$ cat src/core/tlus_consts.svh
/*
 Timing and code constants for the tape load/unload sequencer.
 Assumes a 100 MHz system clock; included by bare name.
*/
`ifndef TLUS_CONSTS_SVH
`define TLUS_CONSTS_SVH

// ----------------------------------------
// Timing
// ----------------------------------------
`define TLUS_CLK_NS 10
`define TLUS_HUB_SWING_US 1000
`define TLUS_HUB_SWING_CYC ((`TLUS_HUB_SWING_US * 1000) / `TLUS_CLK_NS)

// ----------------------------------------
// Reel size codes
// ----------------------------------------
`define TLUS_REEL_NONE 2'h0
`define TLUS_REEL_SMALL 2'h1
`define TLUS_REEL_MEDIUM 2'h2
`define TLUS_REEL_LARGE 2'h3

// ----------------------------------------
// Fault codes
// ----------------------------------------
`define TLUS_FAULT_NONE 4'h0
`define TLUS_FAULT_CLAMP 4'h1
`define TLUS_FAULT_THREAD 4'h2
`define TLUS_FAULT_SIZE 4'h3
`define TLUS_FAULT_MARKER 4'h4
`define TLUS_FAULT_DENSITY 4'h5
`define TLUS_FAULT_REWIND 4'h6
`define TLUS_FAULT_UNCLAMP 4'h7

`endif

$ cat src/core/tlus_pkg.sv
/*
 Types for the tape load/unload sequencer.
 Assumes nothing of its surroundings.
*/
package tlus_pkg;
    typedef enum logic [4:0] {
        ST_HEALTH = 5'h00,
        ST_CENTER = 5'h01,
        ST_NOTAPE = 5'h02,
        ST_WAITREEL = 5'h03,
        ST_CLAMP = 5'h04,
        ST_THREAD = 5'h05,
        ST_SIZE = 5'h06,
        ST_MARKER = 5'h07,
        ST_DENSITY = 5'h08,
        ST_OFFLINE = 5'h09,
        ST_ONLINE = 5'h0A,
        ST_DRAIN = 5'h0B,
        ST_COVER = 5'h0C,
        ST_REWIND = 5'h0D,
        ST_UNCLAMP = 5'h0E,
        ST_DOOR = 5'h0F,
        ST_READY = 5'h10,
        ST_CANCEL = 5'h11,
        ST_FAULT = 5'h12,
        ST_DIAGNOSTIC_MODE_BUTTON = 5'h13
    } tlus_state_e;
endpackage : tlus_pkg

$ cat src/core/tlus_sequencer.sv
/*
 Load/unload sequencer for a reel-to-reel tape unit: front panel buttons,
 door and cover sensors, mechanism start/done handshakes, host online flag.
 Assumes buttons are debounced single-cycle-or-level inputs synchronous to clock,
 and that each mechanism reports done or fail while its start command is held.
*/
// What this block does
// - Cover open while online or draining: offline, halt motion.
// - Return online needs cover secured, load press.
// - After health check, centre reel swinging hub.
// - No reel: no-tape indication, prompt, wait.
// - Reel present: continue to clamping automatically.
// - Waiting for reel: reset press opens door.
// - Load steps run in fixed order.
// - Classify reel small, medium, large; show it.
// - Host online only after marker reached.
// - At marker offline, load press goes online.
// - Reset then load press cancels unload.
// - Reset goes offline; diagnostic_mode_button button leaves diagnostics.
// - Offline may wait for buffered data drain.
// - Reset held plus rewind press: rewind, unclamp, door.
// - Unload done shows ready indication.
// - Threaded tape at power-on loads automatically.
// - No load until door and cover closed.
`timescale 1ns/1ps
`default_nettype none
`include "tlus_consts.svh"

module tlus_sequencer #(
    parameter int unsigned HUB_SWING_CYC = `TLUS_HUB_SWING_CYC
) (
    input wire logic clock,
    input wire logic rst,
    input wire logic healthOk,
    input wire logic healthFail,
    input wire logic loadOnlineButton,
    input wire logic resetButton,
    input wire logic rewindUnloadButton,
    input wire logic diagnosticModeButton,
    input wire logic diagRequest,
    input wire logic doorClosed,
    input wire logic coverClosed,
    input wire logic reelSensed,
    input wire logic tapeThreaded,
    input wire logic bufferBusy,
    input wire logic stageDone,
    input wire logic stageFail,
    input wire logic [1:0] reelSizeIn,
    input wire logic markerSeen,
    output logic hubForward,
    output logic hubReverse,
    output logic clampCmd,
    output logic threadCmd,
    output logic sizeCmd,
    output logic markerSearchCmd,
    output logic densityCmd,
    output logic rewindCmd,
    output logic unclampCmd,
    output logic doorRelease,
    output logic motionEnable,
    output logic hostOnline,
    output logic noTapeIndication,
    output logic loadPrompt,
    output logic readyIndication,
    output logic rewindUnloadIndication,
    output logic diagIndication,
    output logic markerIndication,
    output logic [1:0] reelClass,
    output logic [3:0] faultCode,
    output logic [4:0] seqState
);
    tlus_pkg::tlus_state_e state_reg, state_next;
    logic [31:0] swing_reg, swing_next;
    logic hubDir_reg, hubDir_next;
    logic [1:0] reel_reg, reel_next;
    logic [3:0] fault_reg, fault_next;
    logic tensioned_reg, tensioned_next;
    logic cancelArm_reg, cancelArm_next;
    logic closed;
    assign closed = doorClosed && coverClosed;

    // ----------------------------------------
    // Next-state logic
    // ----------------------------------------
    always_comb begin
        state_next = state_reg;
        swing_next = swing_reg;
        hubDir_next = hubDir_reg;
        reel_next = reel_reg;
        fault_next = fault_reg;
        tensioned_next = tensioned_reg;
        cancelArm_next = cancelArm_reg;
        case (state_reg)
            tlus_pkg::ST_HEALTH: begin
                if (healthFail) begin
                    fault_next = `TLUS_FAULT_CLAMP;
                    state_next = tlus_pkg::ST_FAULT;
                end else if (healthOk && tapeThreaded && closed) begin
                    state_next = tlus_pkg::ST_CLAMP;
                end else if (healthOk) begin
                    state_next = tlus_pkg::ST_CENTER;
                    swing_next = 32'h0;
                end
            end
            tlus_pkg::ST_CENTER: begin
                if (swing_reg >= HUB_SWING_CYC - 1) begin
                    swing_next = 32'h0;
                    hubDir_next = !hubDir_reg;
                    if (hubDir_reg) begin
                        if (reelSensed && closed) begin
                            state_next = tlus_pkg::ST_CLAMP;
                        end else if (!reelSensed) begin
                            state_next = tlus_pkg::ST_NOTAPE;
                        end
                    end
                end else begin
                    swing_next = swing_reg + 32'h1;
                end
            end
            tlus_pkg::ST_NOTAPE: state_next = tlus_pkg::ST_WAITREEL;
            tlus_pkg::ST_WAITREEL, tlus_pkg::ST_READY: begin
                if (loadOnlineButton && closed) begin
                    state_next = tlus_pkg::ST_CENTER;
                    swing_next = 32'h0;
                end
            end
            tlus_pkg::ST_CLAMP: begin
                if (stageFail) begin
                    fault_next = `TLUS_FAULT_CLAMP;
                    state_next = tlus_pkg::ST_FAULT;
                end else if (stageDone) begin
                    state_next = tlus_pkg::ST_THREAD;
                end
            end
            tlus_pkg::ST_THREAD: begin
                if (stageFail) begin
                    fault_next = `TLUS_FAULT_THREAD;
                    state_next = tlus_pkg::ST_FAULT;
                end else if (stageDone) begin
                    tensioned_next = 1'b1;
                    state_next = tlus_pkg::ST_SIZE;
                end
            end
            tlus_pkg::ST_SIZE: begin
                if (stageFail || (stageDone && reelSizeIn == `TLUS_REEL_NONE)) begin
                    fault_next = `TLUS_FAULT_SIZE;
                    state_next = tlus_pkg::ST_FAULT;
                end else if (stageDone) begin
                    reel_next = reelSizeIn;
                    state_next = tlus_pkg::ST_MARKER;
                end
            end
            tlus_pkg::ST_MARKER: begin
                if (stageFail) begin
                    fault_next = `TLUS_FAULT_MARKER;
                    state_next = tlus_pkg::ST_FAULT;
                end else if (markerSeen) begin
                    state_next = tlus_pkg::ST_DENSITY;
                end
            end
            tlus_pkg::ST_DENSITY: begin
                if (stageFail) begin
                    fault_next = `TLUS_FAULT_DENSITY;
                    state_next = tlus_pkg::ST_FAULT;
                end else if (stageDone) begin
                    state_next = tlus_pkg::ST_OFFLINE;
                end
            end
            tlus_pkg::ST_OFFLINE: begin
                if (resetButton && rewindUnloadButton) begin
                    cancelArm_next = 1'b0;
                    state_next = tlus_pkg::ST_REWIND;
                end else if (diagRequest) begin
                    state_next = tlus_pkg::ST_DIAGNOSTIC_MODE_BUTTON;
                end else if (loadOnlineButton && coverClosed) begin
                    state_next = tlus_pkg::ST_ONLINE;
                end
            end
            tlus_pkg::ST_ONLINE: begin
                if (!coverClosed) begin
                    state_next = tlus_pkg::ST_COVER;
                end else if (resetButton) begin
                    state_next = tlus_pkg::ST_DRAIN;
                end else if (diagRequest) begin
                    state_next = tlus_pkg::ST_DIAGNOSTIC_MODE_BUTTON;
                end
            end
            tlus_pkg::ST_DRAIN: begin
                if (!coverClosed) begin
                    state_next = tlus_pkg::ST_COVER;
                end else if (!bufferBusy) begin
                    state_next = tlus_pkg::ST_OFFLINE;
                end
            end
            tlus_pkg::ST_DIAGNOSTIC_MODE_BUTTON: begin
                if (diagnosticModeButton) begin
                    state_next = tlus_pkg::ST_OFFLINE;
                end
            end
            tlus_pkg::ST_COVER: begin
                if (coverClosed && loadOnlineButton) begin
                    state_next = tlus_pkg::ST_ONLINE;
                end
            end
            tlus_pkg::ST_REWIND, tlus_pkg::ST_UNCLAMP: begin
                if (resetButton) begin
                    cancelArm_next = 1'b1;
                end
                if (cancelArm_reg && loadOnlineButton) begin
                    cancelArm_next = 1'b0;
                    state_next = tlus_pkg::ST_CANCEL;
                end else if (stageFail) begin
                    fault_next = (state_reg == tlus_pkg::ST_REWIND) ?
                        `TLUS_FAULT_REWIND : `TLUS_FAULT_UNCLAMP;
                    state_next = tlus_pkg::ST_FAULT;
                end else if (stageDone) begin
                    if (state_reg == tlus_pkg::ST_REWIND) begin
                        state_next = tlus_pkg::ST_UNCLAMP;
                    end else begin
                        tensioned_next = 1'b0;
                        reel_next = `TLUS_REEL_NONE;
                        state_next = tlus_pkg::ST_DOOR;
                    end
                end
            end
            tlus_pkg::ST_CANCEL: state_next = tlus_pkg::ST_MARKER;
            tlus_pkg::ST_DOOR: state_next = tlus_pkg::ST_READY;
            tlus_pkg::ST_FAULT: state_next = tlus_pkg::ST_FAULT;
            default: state_next = tlus_pkg::ST_HEALTH;
        endcase
    end

    // ----------------------------------------
    // State registers
    // ----------------------------------------
    always_ff @(posedge clock or posedge rst) begin
        if (rst) begin
            state_reg <= tlus_pkg::ST_HEALTH;
            swing_reg <= 32'h0;
            hubDir_reg <= 1'b0;
            reel_reg <= `TLUS_REEL_NONE;
            fault_reg <= `TLUS_FAULT_NONE;
            tensioned_reg <= 1'b0;
            cancelArm_reg <= 1'b0;
        end else begin
            state_reg <= state_next;
            swing_reg <= swing_next;
            hubDir_reg <= hubDir_next;
            reel_reg <= reel_next;
            fault_reg <= fault_next;
            tensioned_reg <= tensioned_next;
            cancelArm_reg <= cancelArm_next;
        end
    end

    // ----------------------------------------
    // Registered outputs
    // ----------------------------------------
    always_ff @(posedge clock or posedge rst) begin
        if (rst) begin
            hubForward <= 1'b0;
            hubReverse <= 1'b0;
            clampCmd <= 1'b0;
            threadCmd <= 1'b0;
            sizeCmd <= 1'b0;
            markerSearchCmd <= 1'b0;
            densityCmd <= 1'b0;
            rewindCmd <= 1'b0;
            unclampCmd <= 1'b0;
            doorRelease <= 1'b0;
            motionEnable <= 1'b0;
            hostOnline <= 1'b0;
            noTapeIndication <= 1'b0;
            loadPrompt <= 1'b0;
            readyIndication <= 1'b0;
            rewindUnloadIndication <= 1'b0;
            diagIndication <= 1'b0;
            markerIndication <= 1'b0;
            reelClass <= `TLUS_REEL_NONE;
            faultCode <= `TLUS_FAULT_NONE;
            seqState <= 5'h00;
        end else begin
            hubForward <= state_next == tlus_pkg::ST_CENTER && !hubDir_next;
            hubReverse <= state_next == tlus_pkg::ST_CENTER && hubDir_next;
            clampCmd <= state_next == tlus_pkg::ST_CLAMP;
            threadCmd <= state_next == tlus_pkg::ST_THREAD;
            sizeCmd <= state_next == tlus_pkg::ST_SIZE;
            markerSearchCmd <= state_next == tlus_pkg::ST_MARKER;
            densityCmd <= state_next == tlus_pkg::ST_DENSITY;
            rewindCmd <= state_next == tlus_pkg::ST_REWIND;
            unclampCmd <= state_next == tlus_pkg::ST_UNCLAMP;
            doorRelease <= (state_reg == tlus_pkg::ST_WAITREEL && resetButton) ||
                state_next == tlus_pkg::ST_DOOR;
            motionEnable <= state_next == tlus_pkg::ST_ONLINE ||
                state_next == tlus_pkg::ST_DRAIN;
            hostOnline <= state_next == tlus_pkg::ST_ONLINE ||
                state_next == tlus_pkg::ST_DRAIN;
            noTapeIndication <= state_next == tlus_pkg::ST_NOTAPE;
            loadPrompt <= state_next == tlus_pkg::ST_WAITREEL;
            readyIndication <= state_next == tlus_pkg::ST_READY;
            rewindUnloadIndication <= state_next == tlus_pkg::ST_REWIND ||
                state_next == tlus_pkg::ST_UNCLAMP || state_next == tlus_pkg::ST_DOOR;
            diagIndication <= state_next == tlus_pkg::ST_DIAGNOSTIC_MODE_BUTTON ||
                state_next == tlus_pkg::ST_HEALTH;
            markerIndication <= state_next == tlus_pkg::ST_OFFLINE ||
                state_next == tlus_pkg::ST_ONLINE;
            reelClass <= reel_next;
            faultCode <= fault_next;
            seqState <= state_next;
        end
    end

endmodule : tlus_sequencer
`default_nettype wire

$ cat config.mk
export PLATFORM = sky130hd
export DESIGN_NAME = tlus_sequencer
export DESIGN_NICKNAME = d
export VERILOG_FILES = /design/src/core/tlus_pkg.sv /design/src/core/tlus_sequencer.sv
export VERILOG_INCLUDE_DIRS = /design/src /design/src/core
export SDC_FILE = /design/constraint.sdc
export NUM_CORES = 1
export LEC_CHECK = 0
export CAP_MARGIN = 20
export CORE_MARGIN = 5
export CORE_UTILIZATION = 45
export DETAILED_ROUTE_END_ITERATION = 10
export DONT_BUFFER_PORTS = 1
export GPL_TIMING_DRIVEN = 0
export PLACE_DENSITY = 0.68
export SKIP_LAST_GASP = 1
export SLEW_MARGIN = 20
export SYNTH_ARGS = -nofsm -noshare
export SYNTH_HDL_FRONTEND = slang
export SYNTH_SLANG_ARGS = --single-unit
export TNS_END_PERCENT = 1
$ cat constraint.sdc
create_clock -name clock -period 2.4 [get_ports clock]
set_input_delay 0.36 -clock clock [delete_from_list [all_inputs] [get_ports clock]]
set_output_delay 0.36 -clock clock [all_outputs]
set_load 0.02 [all_outputs]
==> metrics.md, run 1 <==
| Metric | Value |
|---|---|
| Initial antenna violation count | `0` |
| Outcome | `finished, violations left` |
| First-pass GRT wire length | `16.4 mm` |
| CTS tree | `done` |
| Worst hold slack | `0.147 ns` |
| Fin worst setup slack | `-0.0666 ns` |
| WL/cell | `19.0 um` |
| CP Capture Type | `flop` |
| Slowest CP cell | `dfrtp_2` |
| Sinks on Clock Net | `61` |
| Max Slew Vio Count | `0` |
| CTS Root Cell | `clkbuf_8` |
| CP peak stage delay | `0.50 ns` |
| Post-Syn Instances | `407` |
| Post-synth EDFFs | `0` |
| Nets | `451` |
| Area share of fa/ha/maj cells after synthesis | `0.00665` |
| Worst Path Arrival | `2.70 ns` |
| Total GRT Usage | `0.211` |
| Crit path kind | `flop to flop` |
| Post-synthesis mux area share | `0.00911` |
| DRC errors left | `0` |
| Worst-Skew Late Latency | `0.34 ns` |
| Syn. warnings | `0` |
| CTS Buf Count | `9` |
| FP Rows | `32` |
| Share of the synthesized area in the top cell type | `0.427` |
| Placed cells | `510` |
| RSZ-0062 raised after global routing | `true` |
| Slew HR | `0.649` |
| Antenna Cells | `0` |
| Largest area contributor in the netlist | `dfrtp_1` |
| MaxCap Viol Count | `0` |
| GRT Residual Overflow | `0` |
| Synth top area cells | `dfrtp_1 (43%), nor2_1 (4.3%), nand2_1 (4.1%)` |
| Post-DRT Antenna Nets | `0` |
| Die Y | `99.1 um` |
| Critical path peak fanout | `10` |
| Fin. Hold Viols | `0` |
| Worst Path Required | `2.63 ns` |
| FF+latch count, synth | `61` |
| Achievable Freq | `405 MHz` |
| Non-filler cells in the finished layout | `538` |
| Post-synthesis compound-gate area fraction | `0.182` |
| Pleak | `1.82 nW` |
| Core area | `7730 um2` |
| Area Growth Syn to Fin | `21.1%` |
| Power density cells | `1300 nW/um2` |
| Post-synth cell types | `65` |
| Pin count of the biggest net entering global routing | `41` |
| Maximum VDD drop | `906 uV` |
| GP Congestion | `0.927` |
| Die area | `9820 um2` |
| Final setup fails | `6` |
| Period minus WS final | `2.47 ns` |
| Initial DRC count | `241` |
| Area of the multi-input gates | `2060 um2` |
| Fillers | `701` |
| Post-Synth Simple-Gate Area | `0.293` |
| Seq/Total Area, Yosys | `0.427` |
| TNS Setup | `-0.227 ns` |
| Clock tree buffer depth | `2` |
| Tcrit/Tclk final | `1.03` |
| Commonest cells after routing, fill and taps aside | `dfrtp_1 (56), nor2_1 (40), nand2_1 (38), nand3_1 (22), o21ai_0 (19)` |
| Post-Synth XOR/XNOR Area | `0.0270` |
| Most common cell after layout, fill and taps aside | `dfrtp_1` |
| Async set-reset flop share out of synthesis | `1.00` |
| Via count | `3,290` |
| IO buf count | `0` |
| Worst Path Buf+Inv | `1` |
| Clock Pin Slew Worst Setup and Hold Paths | `0.08 ns` |
| Critical path launch point | `seqState[2]$_DFF_PP0_` |
| Vias in the first global route | `3,162` |
| Hold Path Origin | `resetButton` |
| Post-synthesis net count | `427` |
| Drt pass-1 iters | `7` |
| Register area | `1530 um2` |
| Delay-heaviest family, CP | `simple AND/OR/NAND/NOR gates` |
| Skew final | `0.0105 ns` |
| Worst hold-check path type | `input port to flop` |
| Final Util | `0.560` |
| Vias per cell | `6.12` |
| Die Wd | `99.1 um` |
| Mapped cell area | `3570 um2` |
| Failing checks | `negative setup slack` |
| Main combinational cell family by area after synthesis | `simple AND/OR/NAND/NOR gates` |
| Initial Util | `0.462` |
| Ports | `48` |
| Nature of the critical path startpoint | `flop` |
| Ys flop type | `dfrtp_1` |
| Tightest Pin Transition | `0.520 ns` |
| Share of cells above drive strength 1 | `0.236` |
| Htree depth | `3` |
| Worst path cell trace | `clkbuf_4, nor2b_2, nand3b_1, o32ai_1, a2111oi_4, nand4_1, or2_4, nor2b_1` |
| Worst r2r src | `seqState[2]$_DFF_PP0_` |
| Largest register FFs | `32` |
| WL final | `10.2 mm` |
| Syn avg cell area | `8.78 um2` |
| Post-DP HPWL | `7.09 mm` |
==> per-layer routing <==
| layer | up-vias | share of wire | GRT usage |
|---|---|---|---|
| met1 | 1572 | 0.44 | 0.300 |
| met4 | 0 | 0.035 | 0.0861 |
| li1 | 1522 | - | - |
| met2 | 163 | 0.43 | 0.302 |
| met3 | 33 | 0.094 | 0.0603 |
| met5 | - | 0 | 0 |
==> where the power goes <==
part	internal, mW	switching (mW)	leakage (nW)
Sequential	1.22	0.327	0.822
Clock	0.823	0.421	0.136
Combinational	1.11	1.73	0.864
==> stage by stage <==
step                setup WS, ns  power [mW]  area [um2]
global route              -0.140        5.96        4330
global placement          -0.571        3.82        3700
detailed placement        -0.463        3.81        3720
CTS                      -0.0400        5.34        4160
floorplan                 0.0466        3.21        3570
finish                   -0.0666        5.63        4330
==> area by class of cell <==
| class | count | area share |
|---|---|---|
| multi-input cells | 308 | 0.477 |
| flip-flops and latches | 61 | 0.354 |
| plain buffers | 23 | 0.0356 |
| clock buffers | 10 | 0.0318 |
| clock inverters | 6 | 0.0310 |
| well taps | 102 | 0.0295 |
| repair buffers | 14 | 0.0278 |
| inverters | 14 | 0.0127 |
==> worst reg2reg max path, stage by stage, from the launching register on <==
cell and delay, ns:
dfrtp_2 0.50, clkbuf_4 0.22, nor2b_2 0.20, nand3b_1 0.17
o32ai_1 0.16, a2111oi_4 0.37, nand4_1 0.28, or2_4 0.33
nor2b_1 0.13
==> synth_stat cells (all sizes together) (7+ instances only) <==
master  instances
xnor2          10
nor4           12
nor2           42
buf            17
clkbuf          7
and3            8
nand4          13
and2           13
nand3          24
nand2          39
nor2b          11
a21oi          19
inv            14
nand2b          8
o21ai          20
nor3           12
dfrtp          61
==> path summary, 6_finish.rpt <==
path | slack [ns] | cells after the start | to
worst min-delay path | 0.15 | 2 | cancelArm_reg$_DFFE_PP0P_
worst max register to register | -0.07 | 8 | rewindUnloadIndication$_DFF_PP0_
worst max-delay path | -0.07 | 8 | rewindUnloadIndication$_DFF_PP0_
worst min register to register | 0.51 | 1 | swing_reg[30]$_DFFE_PP0P_
min in group asynchronous | 0.44 | 2 | faultCode[0]$_DFFE_PP0P_
max in group asynchronous | 1.47 | 3 | swing_reg[3]$_DFFE_PP0P_
==> what timing repair did <==
action | in CTS | in global routing
setup buffers | 8 | 4
hold endpoints to repair | 21 | 0
pin swaps | 10 | 5
resized for setup | 27 | 32
endpoints found under the setup margin | 48 | 42
hold buffers | 1 | 0
==> cells by family (layout without fill, tap and decap cells) <==
group / count (synthesis) / in the layout
mux: 3 / 3
fa+ha+maj: 2 / 2
buf+inv: 38 / 67
xor+xnor: 11 / 11
other cells: 1 / 1
simple gates: 199 / 199
compound gates: 92 / 92
flops: 61 / 61
No activity file was read; power rests on OpenSTA's default activity.
==> run 2: changes to the inputs <==
- CORE_ASPECT_RATIO: unset -> 1.5
- PLACE_DENSITY: 0.68 -> 0.66
- clock period: 2.4 -> 2.8 ns (I/O delays scaled with it)
==> run 2 against run 1 <==
  * The run now ends clean
  * Clock-buffer cell count decreased by 1
  * First-iteration DRC count shrank 36%
  * Sequential cell count stayed put
  * Critical path depth increased by 2
  * Register-to-register slack improved by 0.21 ns
  * Wire length down 0.85%
  * Worst setup slack better by 0.21 ns
  * Final cell count fell by 2.0%
  * Sequential power is 14% lower
  * Power is 21% lower
  * Largest cell class unchanged
==> metrics.md, run 2 (same netlist as run 1, synthesis figures left out) <==
| Metric | Value |
|---|---|
| Final Util | `0.527 (was 0.560)` |
| Worst r2r src | `seqState[2]$_DFF_PP0_ (unchanged)` |
| Slew HR | `0.613 (was 0.649)` |
| Area of the multi-input gates | `1890 um2 (was 2060 um2)` |
| DRC errors left | `0 (unchanged)` |
| Core area | `7710 um2 (was 7730 um2)` |
| Post-DP HPWL | `7.67 mm (was 7.09 mm)` |
| Period minus WS final | `2.66 ns (was 2.47 ns)` |
| RSZ-0062 raised after global routing | `true (unchanged)` |
| WL final | `10.1 mm (was 10.2 mm)` |
| Power density cells | `1090 nW/um2 (was 1300 nW/um2)` |
| Vias in the first global route | `3,187 (was 3,162)` |
| Placed cells | `510 (unchanged)` |
| MaxCap Viol Count | `0 (unchanged)` |
| Total GRT Usage | `0.217 (was 0.211)` |
| Sinks on Clock Net | `61 (unchanged)` |
| Skew final | `0.00788 ns (was 0.0105 ns)` |
| Final setup fails | `0 (was 6)` |
| FP Rows | `39 (was 32)` |
| Worst Path Arrival | `2.88 ns (was 2.70 ns)` |
| Achievable Freq | `376 MHz (was 405 MHz)` |
| Hold depth | `2 (unchanged)` |
| Most common cell after layout, fill and taps aside | `dfrtp_1 (unchanged)` |
| Hold Path Origin | `resetButton (unchanged)` |
| CTS Root Cell | `clkbuf_16 (was clkbuf_8)` |
| Worst hold-check path type | `input port to flop (unchanged)` |
| Clock tree buffer depth | `2 (unchanged)` |
| Antenna Cells | `0 (unchanged)` |
| Nature of the critical path startpoint | `flop (unchanged)` |
| Worst Path Required | `3.02 ns (was 2.63 ns)` |
| Max Slew Vio Count | `0 (unchanged)` |
| Slowest CP cell | `dfrtp_1 (was dfrtp_2)` |
| Outcome | `finished clean (was finished, violations left)` |
| CTS tree | `done (unchanged)` |
| Initial antenna violation count | `0 (unchanged)` |
| Initial DRC count | `154 (was 241)` |
| Area Growth Syn to Fin | `13.7% (was 21.1%)` |
| Die Y | `119 um (was 99.1 um)` |
| Worst path cell trace | `buf_2, buf_2, nor2_1, a21oi_1, o22ai_1, o21ai_0, o211a_1, inv_2, or2_1, nor2b_1 (was clkbuf_4, nor2b_2, nand3b_1, o32ai_1, a2111oi_4, nand4_1, or2_4, nor2b_1)` |
| Fillers | `768 (was 701)` |
| Die Wd | `82.7 um (was 99.1 um)` |
| Drt pass-1 iters | `5 (was 7)` |
| Vias per cell | `6.11 (was 6.12)` |
| Clock Pin Slew Worst Setup and Hold Paths | `0.06 ns (was 0.08 ns)` |
| WL/cell | `19.2 um (was 19.0 um)` |
| Via count | `3,221 (was 3,290)` |
| Commonest cells after routing, fill and taps aside | `dfrtp_1 (61), nor2_1 (41), nand2_1 (39), nand3_1 (23), o21ai_0 (20) (was dfrtp_1 (56), nor2_1 (40), nand2_1 (38), nand3_1 (22), o21ai_0 (19))` |
| GRT Residual Overflow | `0 (unchanged)` |
| Htree depth | `3 (unchanged)` |
| CTS Buf Count | `9 (unchanged)` |
| Critical path peak fanout | `10 (unchanged)` |
| Critical path launch point | `seqState[2]$_DFF_PP0_ (unchanged)` |
| Nets | `440 (was 451)` |
| Non-filler cells in the finished layout | `527 (was 538)` |
| IO buf count | `0 (unchanged)` |
| Die area | `9860 um2 (was 9820 um2)` |
| Ports | `48 (unchanged)` |
| CP Capture Type | `flop (unchanged)` |
| Maximum VDD drop | `505 uV (was 906 uV)` |
| GP Congestion | `0.981 (was 0.927)` |
| First-pass GRT wire length | `16.1 mm (was 16.4 mm)` |
| Fin. Hold Viols | `0 (unchanged)` |
| Crit-path most repeated cell | `buf_2` |
| Reg2Reg Depth | `10 (was 8)` |
| Crit path kind | `flop to flop (unchanged)` |
| Worst-Skew Late Latency | `0.33 ns (was 0.34 ns)` |
| Share of cells above drive strength 1 | `0.141 (was 0.236)` |
| CP peak stage delay | `0.58 ns (was 0.50 ns)` |
| Tightest Pin Transition | `0.572 ns (was 0.520 ns)` |
| Pin count of the biggest net entering global routing | `43 (was 41)` |
| Largest register FFs | `32 (unchanged)` |
| Post-DRT Antenna Nets | `0 (unchanged)` |
| Register area | `1530 um2 (about the same)` |
| Initial Util | `0.463 (was 0.462)` |
| Tcrit/Tclk final | `0.950 (was 1.03)` |
| Pleak | `1.71 nW (was 1.82 nW)` |
## run 2: cell types whose count changed in the layout (fill, tap and decap cells not counted), moves of 4 or more
| cell | before | now |
|---|---|---|
| buf_4 | 18 | 7 |
| bufinv_16 | 4 | 0 |
| clkbuf_16 | 0 | 9 |
| clkbuf_8 | 10 | 0 |
| dfrtp_1 | 56 | 61 |
| dfrtp_2 | 5 | 0 |
| nor3_1 | 8 | 12 |
| nor3_2 | 4 | 0 |
## run 2: routing by layer
metal / wire length [um] / share of wire / track usage
met5: 0 / 0 / 0
met2: 5300 / 0.52 / 0.365
met3: 776 / 0.077 / 0.0687
met1: 3490 / 0.34 / 0.226
met4: 575 / 0.057 / 0.140
## run 2: power breakdown
group          switching [mW]  internal, mW  leakage (nW)
Sequential              0.289          1.04         0.828
Combinational            1.34         0.723         0.752
Clock                   0.431         0.608         0.129
Total                    2.06          2.37          1.71
## run 2: critical path: cells and delay by family, from the launching register on
family	cells	cell delay [ns]
buf+inv	3	0.65
flops	1	0.58
compound gates	4	0.76
simple gates	3	0.53
## run 2: cell type report
type,instances,area share
multi-input cells,308,0.466
well taps,102,0.0314
inverters,14,0.0136
repair buffers,3,0.00925
flip-flops and latches,61,0.376
clock inverters,7,0.0142
clock buffers,9,0.0555
plain buffers,23,0.0339
## run 2: per-stage QoR
step	hold slack [ns]	power, mW	worst slack, ns	TNS (ns)	area [um2]
4_1_cts	0.216	4.36	-0.0293	-0.0293	4010
6_report	0.225	4.43	0.141	0	4060
3_5_place_dp	0.251	3.31	-0.0599	-0.105	3720
3_3_place_gp	0.474	3.31	-0.131	-0.452	3700
2_1_floorplan	0.455	2.75	0.447	0	3570
5_1_grt	0.223	4.69	-0.0248	-0.0337	4060
## run 2: final timing paths
kind,endpoint,slack (ns)
max,rewindUnloadIndication$_DFF_PP0_,0.14
min,cancelArm_reg$_DFFE_PP0P_,0.23
max reg2reg,rewindUnloadIndication$_DFF_PP0_,0.14
min reg2reg,swing_reg[30]$_DFFE_PP0P_,0.49
max in group asynchronous,swing_reg[5]$_DFFE_PP0P_,1.78
min in group asynchronous,unclampCmd$_DFF_PP0_,0.51
## run 2: timing repair
action,CTS,global route
resized for setup,0,12
setup endpoints to repair,4,26
pin swaps,0,1
setup buffers,0,1
hold buffers,1,0
hold endpoints to repair,19,0
==> run 3: changes to the inputs <==
- CORE_UTILIZATION: 45 -> 50
- CTS_CLUSTER_DIAMETER: unset -> 50
- PLACE_DENSITY: 0.66 -> 0.71
==> run 3 against run 2 <==
  * Clock power down 16%
  * Design area down 2.1%
  * Non-clock buffer count up 1
  * Clock skew up 0.0023 ns
  * Sequential share of layout area up 0.85 points
  * Wire length up 1.2%
  * Combinational power up 3%
  * Critical path type unchanged
  * First-iteration DRC count up 110%
  * Power down 2.6%
  * Die area down 9.0%
==> metrics.md, run 3 (same netlist as run 1, synthesis figures left out) <==
| Metric | Value |
|---|---|
| Antenna Cells | `0 (unchanged)` |
| Vias in the first global route | `3,191 (was 3,187)` |
| Critical path peak fanout | `7 (was 10)` |
| Total GRT Usage | `0.239 (was 0.217)` |
| Initial DRC count | `330 (was 154)` |
| Sequential share of power | `0.307 (was 0.300)` |
| Initial antenna violation count | `0 (unchanged)` |
| Hold depth | `2 (unchanged)` |
| Share of cells above drive strength 1 | `0.141 (unchanged)` |
| Post-DP HPWL | `7.58 mm (was 7.67 mm)` |
| Die area | `8970 um2 (was 9860 um2)` |
| First-pass GRT wire length | `16.5 mm (was 16.1 mm)` |
| Worst hold slack | `0.218 ns (was 0.225 ns)` |
| Most common cell after layout, fill and taps aside | `dfrtp_1 (unchanged)` |
| RSZ-0062 raised after global routing | `true (unchanged)` |
| MaxCap Viol Count | `0 (unchanged)` |
| Die Y | `114 um (was 119 um)` |
| TNS Setup | `0 ns (unchanged)` |
| Reg2Reg Depth | `8 (was 10)` |
| DRC errors left | `0 (unchanged)` |
| WL final | `10.3 mm (was 10.1 mm)` |
| Gr busiest metal | `met2 (unchanged)` |
| Clock tree buffer depth | `2 (unchanged)` |
| Nature of the critical path startpoint | `flop (unchanged)` |
| Worst hold-check path type | `input port to flop (unchanged)` |
| Outcome | `finished clean (unchanged)` |
| Met2 Usage GRT | `0.425 (was 0.365)` |
| Commonest cells after routing, fill and taps aside | `dfrtp_1 (60), nor2_1 (41), nand2_1 (39), nand3_1 (23), o21ai_0 (20) (was dfrtp_1 (61), nor2_1 (41), nand2_1 (39), nand3_1 (23), o21ai_0 (20))` |
| Maximum VDD drop | `481 uV (was 505 uV)` |
| Ports | `48 (unchanged)` |
| Switch Pwr | `2.00 mW (was 2.06 mW)` |
| Core area | `6900 um2 (was 7710 um2)` |
| Worst r2r src | `swing_reg[0]$_DFFE_PP0P_ (was seqState[2]$_DFF_PP0_)` |
| Pin count of the biggest net entering global routing | `43 (unchanged)` |
| Met1 usage | `0.257 (was 0.226)` |
| FF-to-FF End | `hubReverse$_DFF_PP0_ (was rewindUnloadIndication$_DFF_PP0_)` |
| Hold Path End | `cancelArm_reg$_DFFE_PP0P_ (unchanged)` |
| IO buf count | `0 (unchanged)` |
| FP Rows | `37 (was 39)` |
| Max Slew Vio Count | `0 (unchanged)` |
| Power Internal | `2.31 mW (was 2.37 mW)` |
| Power density cells | `1090 nW/um2 (about the same)` |
| Post-DRT Antenna Nets | `0 (unchanged)` |
| Worst-Skew Late Latency | `0.34 ns (was 0.33 ns)` |
| Htree depth | `3 (unchanged)` |
| CTS Buf Count | `9 (unchanged)` |
| Clock Pin Slew Worst Setup and Hold Paths | `0.07 ns (was 0.06 ns)` |
| Die Wd | `79.0 um (was 82.7 um)` |
| Fin. Hold Viols | `0 (unchanged)` |
| Largest register FFs | `32 (unchanged)` |
| GP Congestion | `0.982 (was 0.981)` |
| Nets | `441 (was 440)` |
| Vias per cell | `6.40 (was 6.11)` |
| CP Capture Type | `flop (unchanged)` |
| Period minus WS final | `2.66 ns (about the same)` |
| Reg2reg setup slack | `0.14 ns (about the same)` |
| Worst Path Arrival | `2.92 ns (was 2.88 ns)` |
| Achievable Freq | `375 MHz (was 376 MHz)` |
| Slew HR | `0.545 (was 0.613)` |
| Skew final | `0.0102 ns (was 0.00788 ns)` |
| Pleak | `1.69 nW (was 1.71 nW)` |
| Drt pass-1 iters | `4 (was 5)` |
| GRT Residual Overflow | `0 (unchanged)` |
| Tightest Pin Transition | `0.681 ns (was 0.572 ns)` |
| GR met3 Demand/Resource | `0.0513 (was 0.0687)` |
| Clock power frac | `0.202 (was 0.235)` |
| Initial Util | `0.518 (was 0.463)` |
| Tcrit/Tclk final | `0.952 (was 0.950)` |
| CTS tree | `done (unchanged)` |
| Comb pwr share | `0.491 (was 0.466)` |
| Final setup fails | `0 (unchanged)` |
| CTS Root Cell | `clkbuf_8 (was clkbuf_16)` |
| WL/cell | `20.4 um (was 19.2 um)` |
| Area Growth Syn to Fin | `11.2% (was 13.7%)` |
| Hold Path Origin | `resetButton (unchanged)` |
| Crit path kind | `flop to flop (unchanged)` |
| Via count | `3,219 (was 3,221)` |
| Sinks on Clock Net | `61 (unchanged)` |
| Net switching fraction of the power | `0.464 (was 0.465)` |
| Worst Path Required | `3.06 ns (was 3.02 ns)` |
run 3: routing by layer:
layer / wire length, um / share of wire
met1: 3810 / 0.37
met4: 485 / 0.047
met5: 0 / 0
met2: 5400 / 0.53
met3: 574 / 0.056
run 3: timing repair:
action                     in CTS  in global routing
pin swaps                       0                  1
hold buffers                    1                  0
hold endpoints to repair       19                  0
resized for setup               2                 12
setup buffers                   0                  2
setup endpoints to repair       8                 22
run 3: final cells by class:
| cell class | instances | area [um2] |
|---|---|---|
| fillers | 638 | 2920 |
| well taps | 78 | 97.6 |
| multi-input cells | 308 | 1890 |
| repair buffers | 4 | 45.0 |
| clock inverters | 4 | 72.6 |
| flip-flops and latches | 61 | 1530 |
| plain buffers | 23 | 140 |
| inverters | 14 | 55.1 |
| clock buffers | 11 | 141 |
run 3: through the flow:
stage / cells / cell area [um2] / worst slack, ns / utilization / power (mW)
after floorplan: 407 / 3570 / 0.447 / - / 2.75
after global placement: 485 / 3670 / -0.169 / 0.532 / 3.31
after detailed placement: 486 / 3690 / -0.130 / 0.535 / 3.31
after CTS: 501 / 3910 / 0.00878 / 0.567 / 4.19
after global routing: 503 / 3970 / -0.0227 / 0.576 / 4.58
final: 503 / 3970 / 0.136 / 0.576 / 4.31
run 3: how the worst max path moves through the flow:
stage / end / slack (ns) / from
final: hubReverse$_DFF_PP0_ / 0.14 / swing_reg[0]$_DFFE_PP0P_
after global routing: densityCmd$_DFF_PP0_ / -0.02 / swing_reg[0]$_DFFE_PP0P_
after CTS: rewindUnloadIndication$_DFF_PP0_ / 0.009 / seqState[4]$_DFF_PP0_
after detailed placement: rewindUnloadIndication$_DFF_PP0_ / -0.13 / seqState[3]$_DFF_PP0_
after global placement: rewindUnloadIndication$_DFF_PP0_ / -0.17 / seqState[3]$_DFF_PP0_
after floorplan: hubReverse$_DFF_PP0_ / 0.45 / swing_reg[0]$_DFFE_PP0P_
run 3: power groups by stage:
stage                     clock network (mW)  registers [mW]  logic (mW)
final                                  0.873            1.32        2.12
after global routing                   0.936            1.35        2.30
after CTS                              0.889            1.33        1.98
after detailed placement                   0            1.34        1.97
after global placement                     0            1.34        1.97
after floorplan                            0            1.28        1.47
run 3: worst max-delay path: stages (launching register included):
cell and delay, ns:
dfrtp_1 0.42, ha_1 0.26, and2_4 0.20, a311o_1 0.39, a211oi_2 0.29, a21bo_2 0.26, o211ai_4 0.13, or3b_1 0.43
nor3b_1 0.21
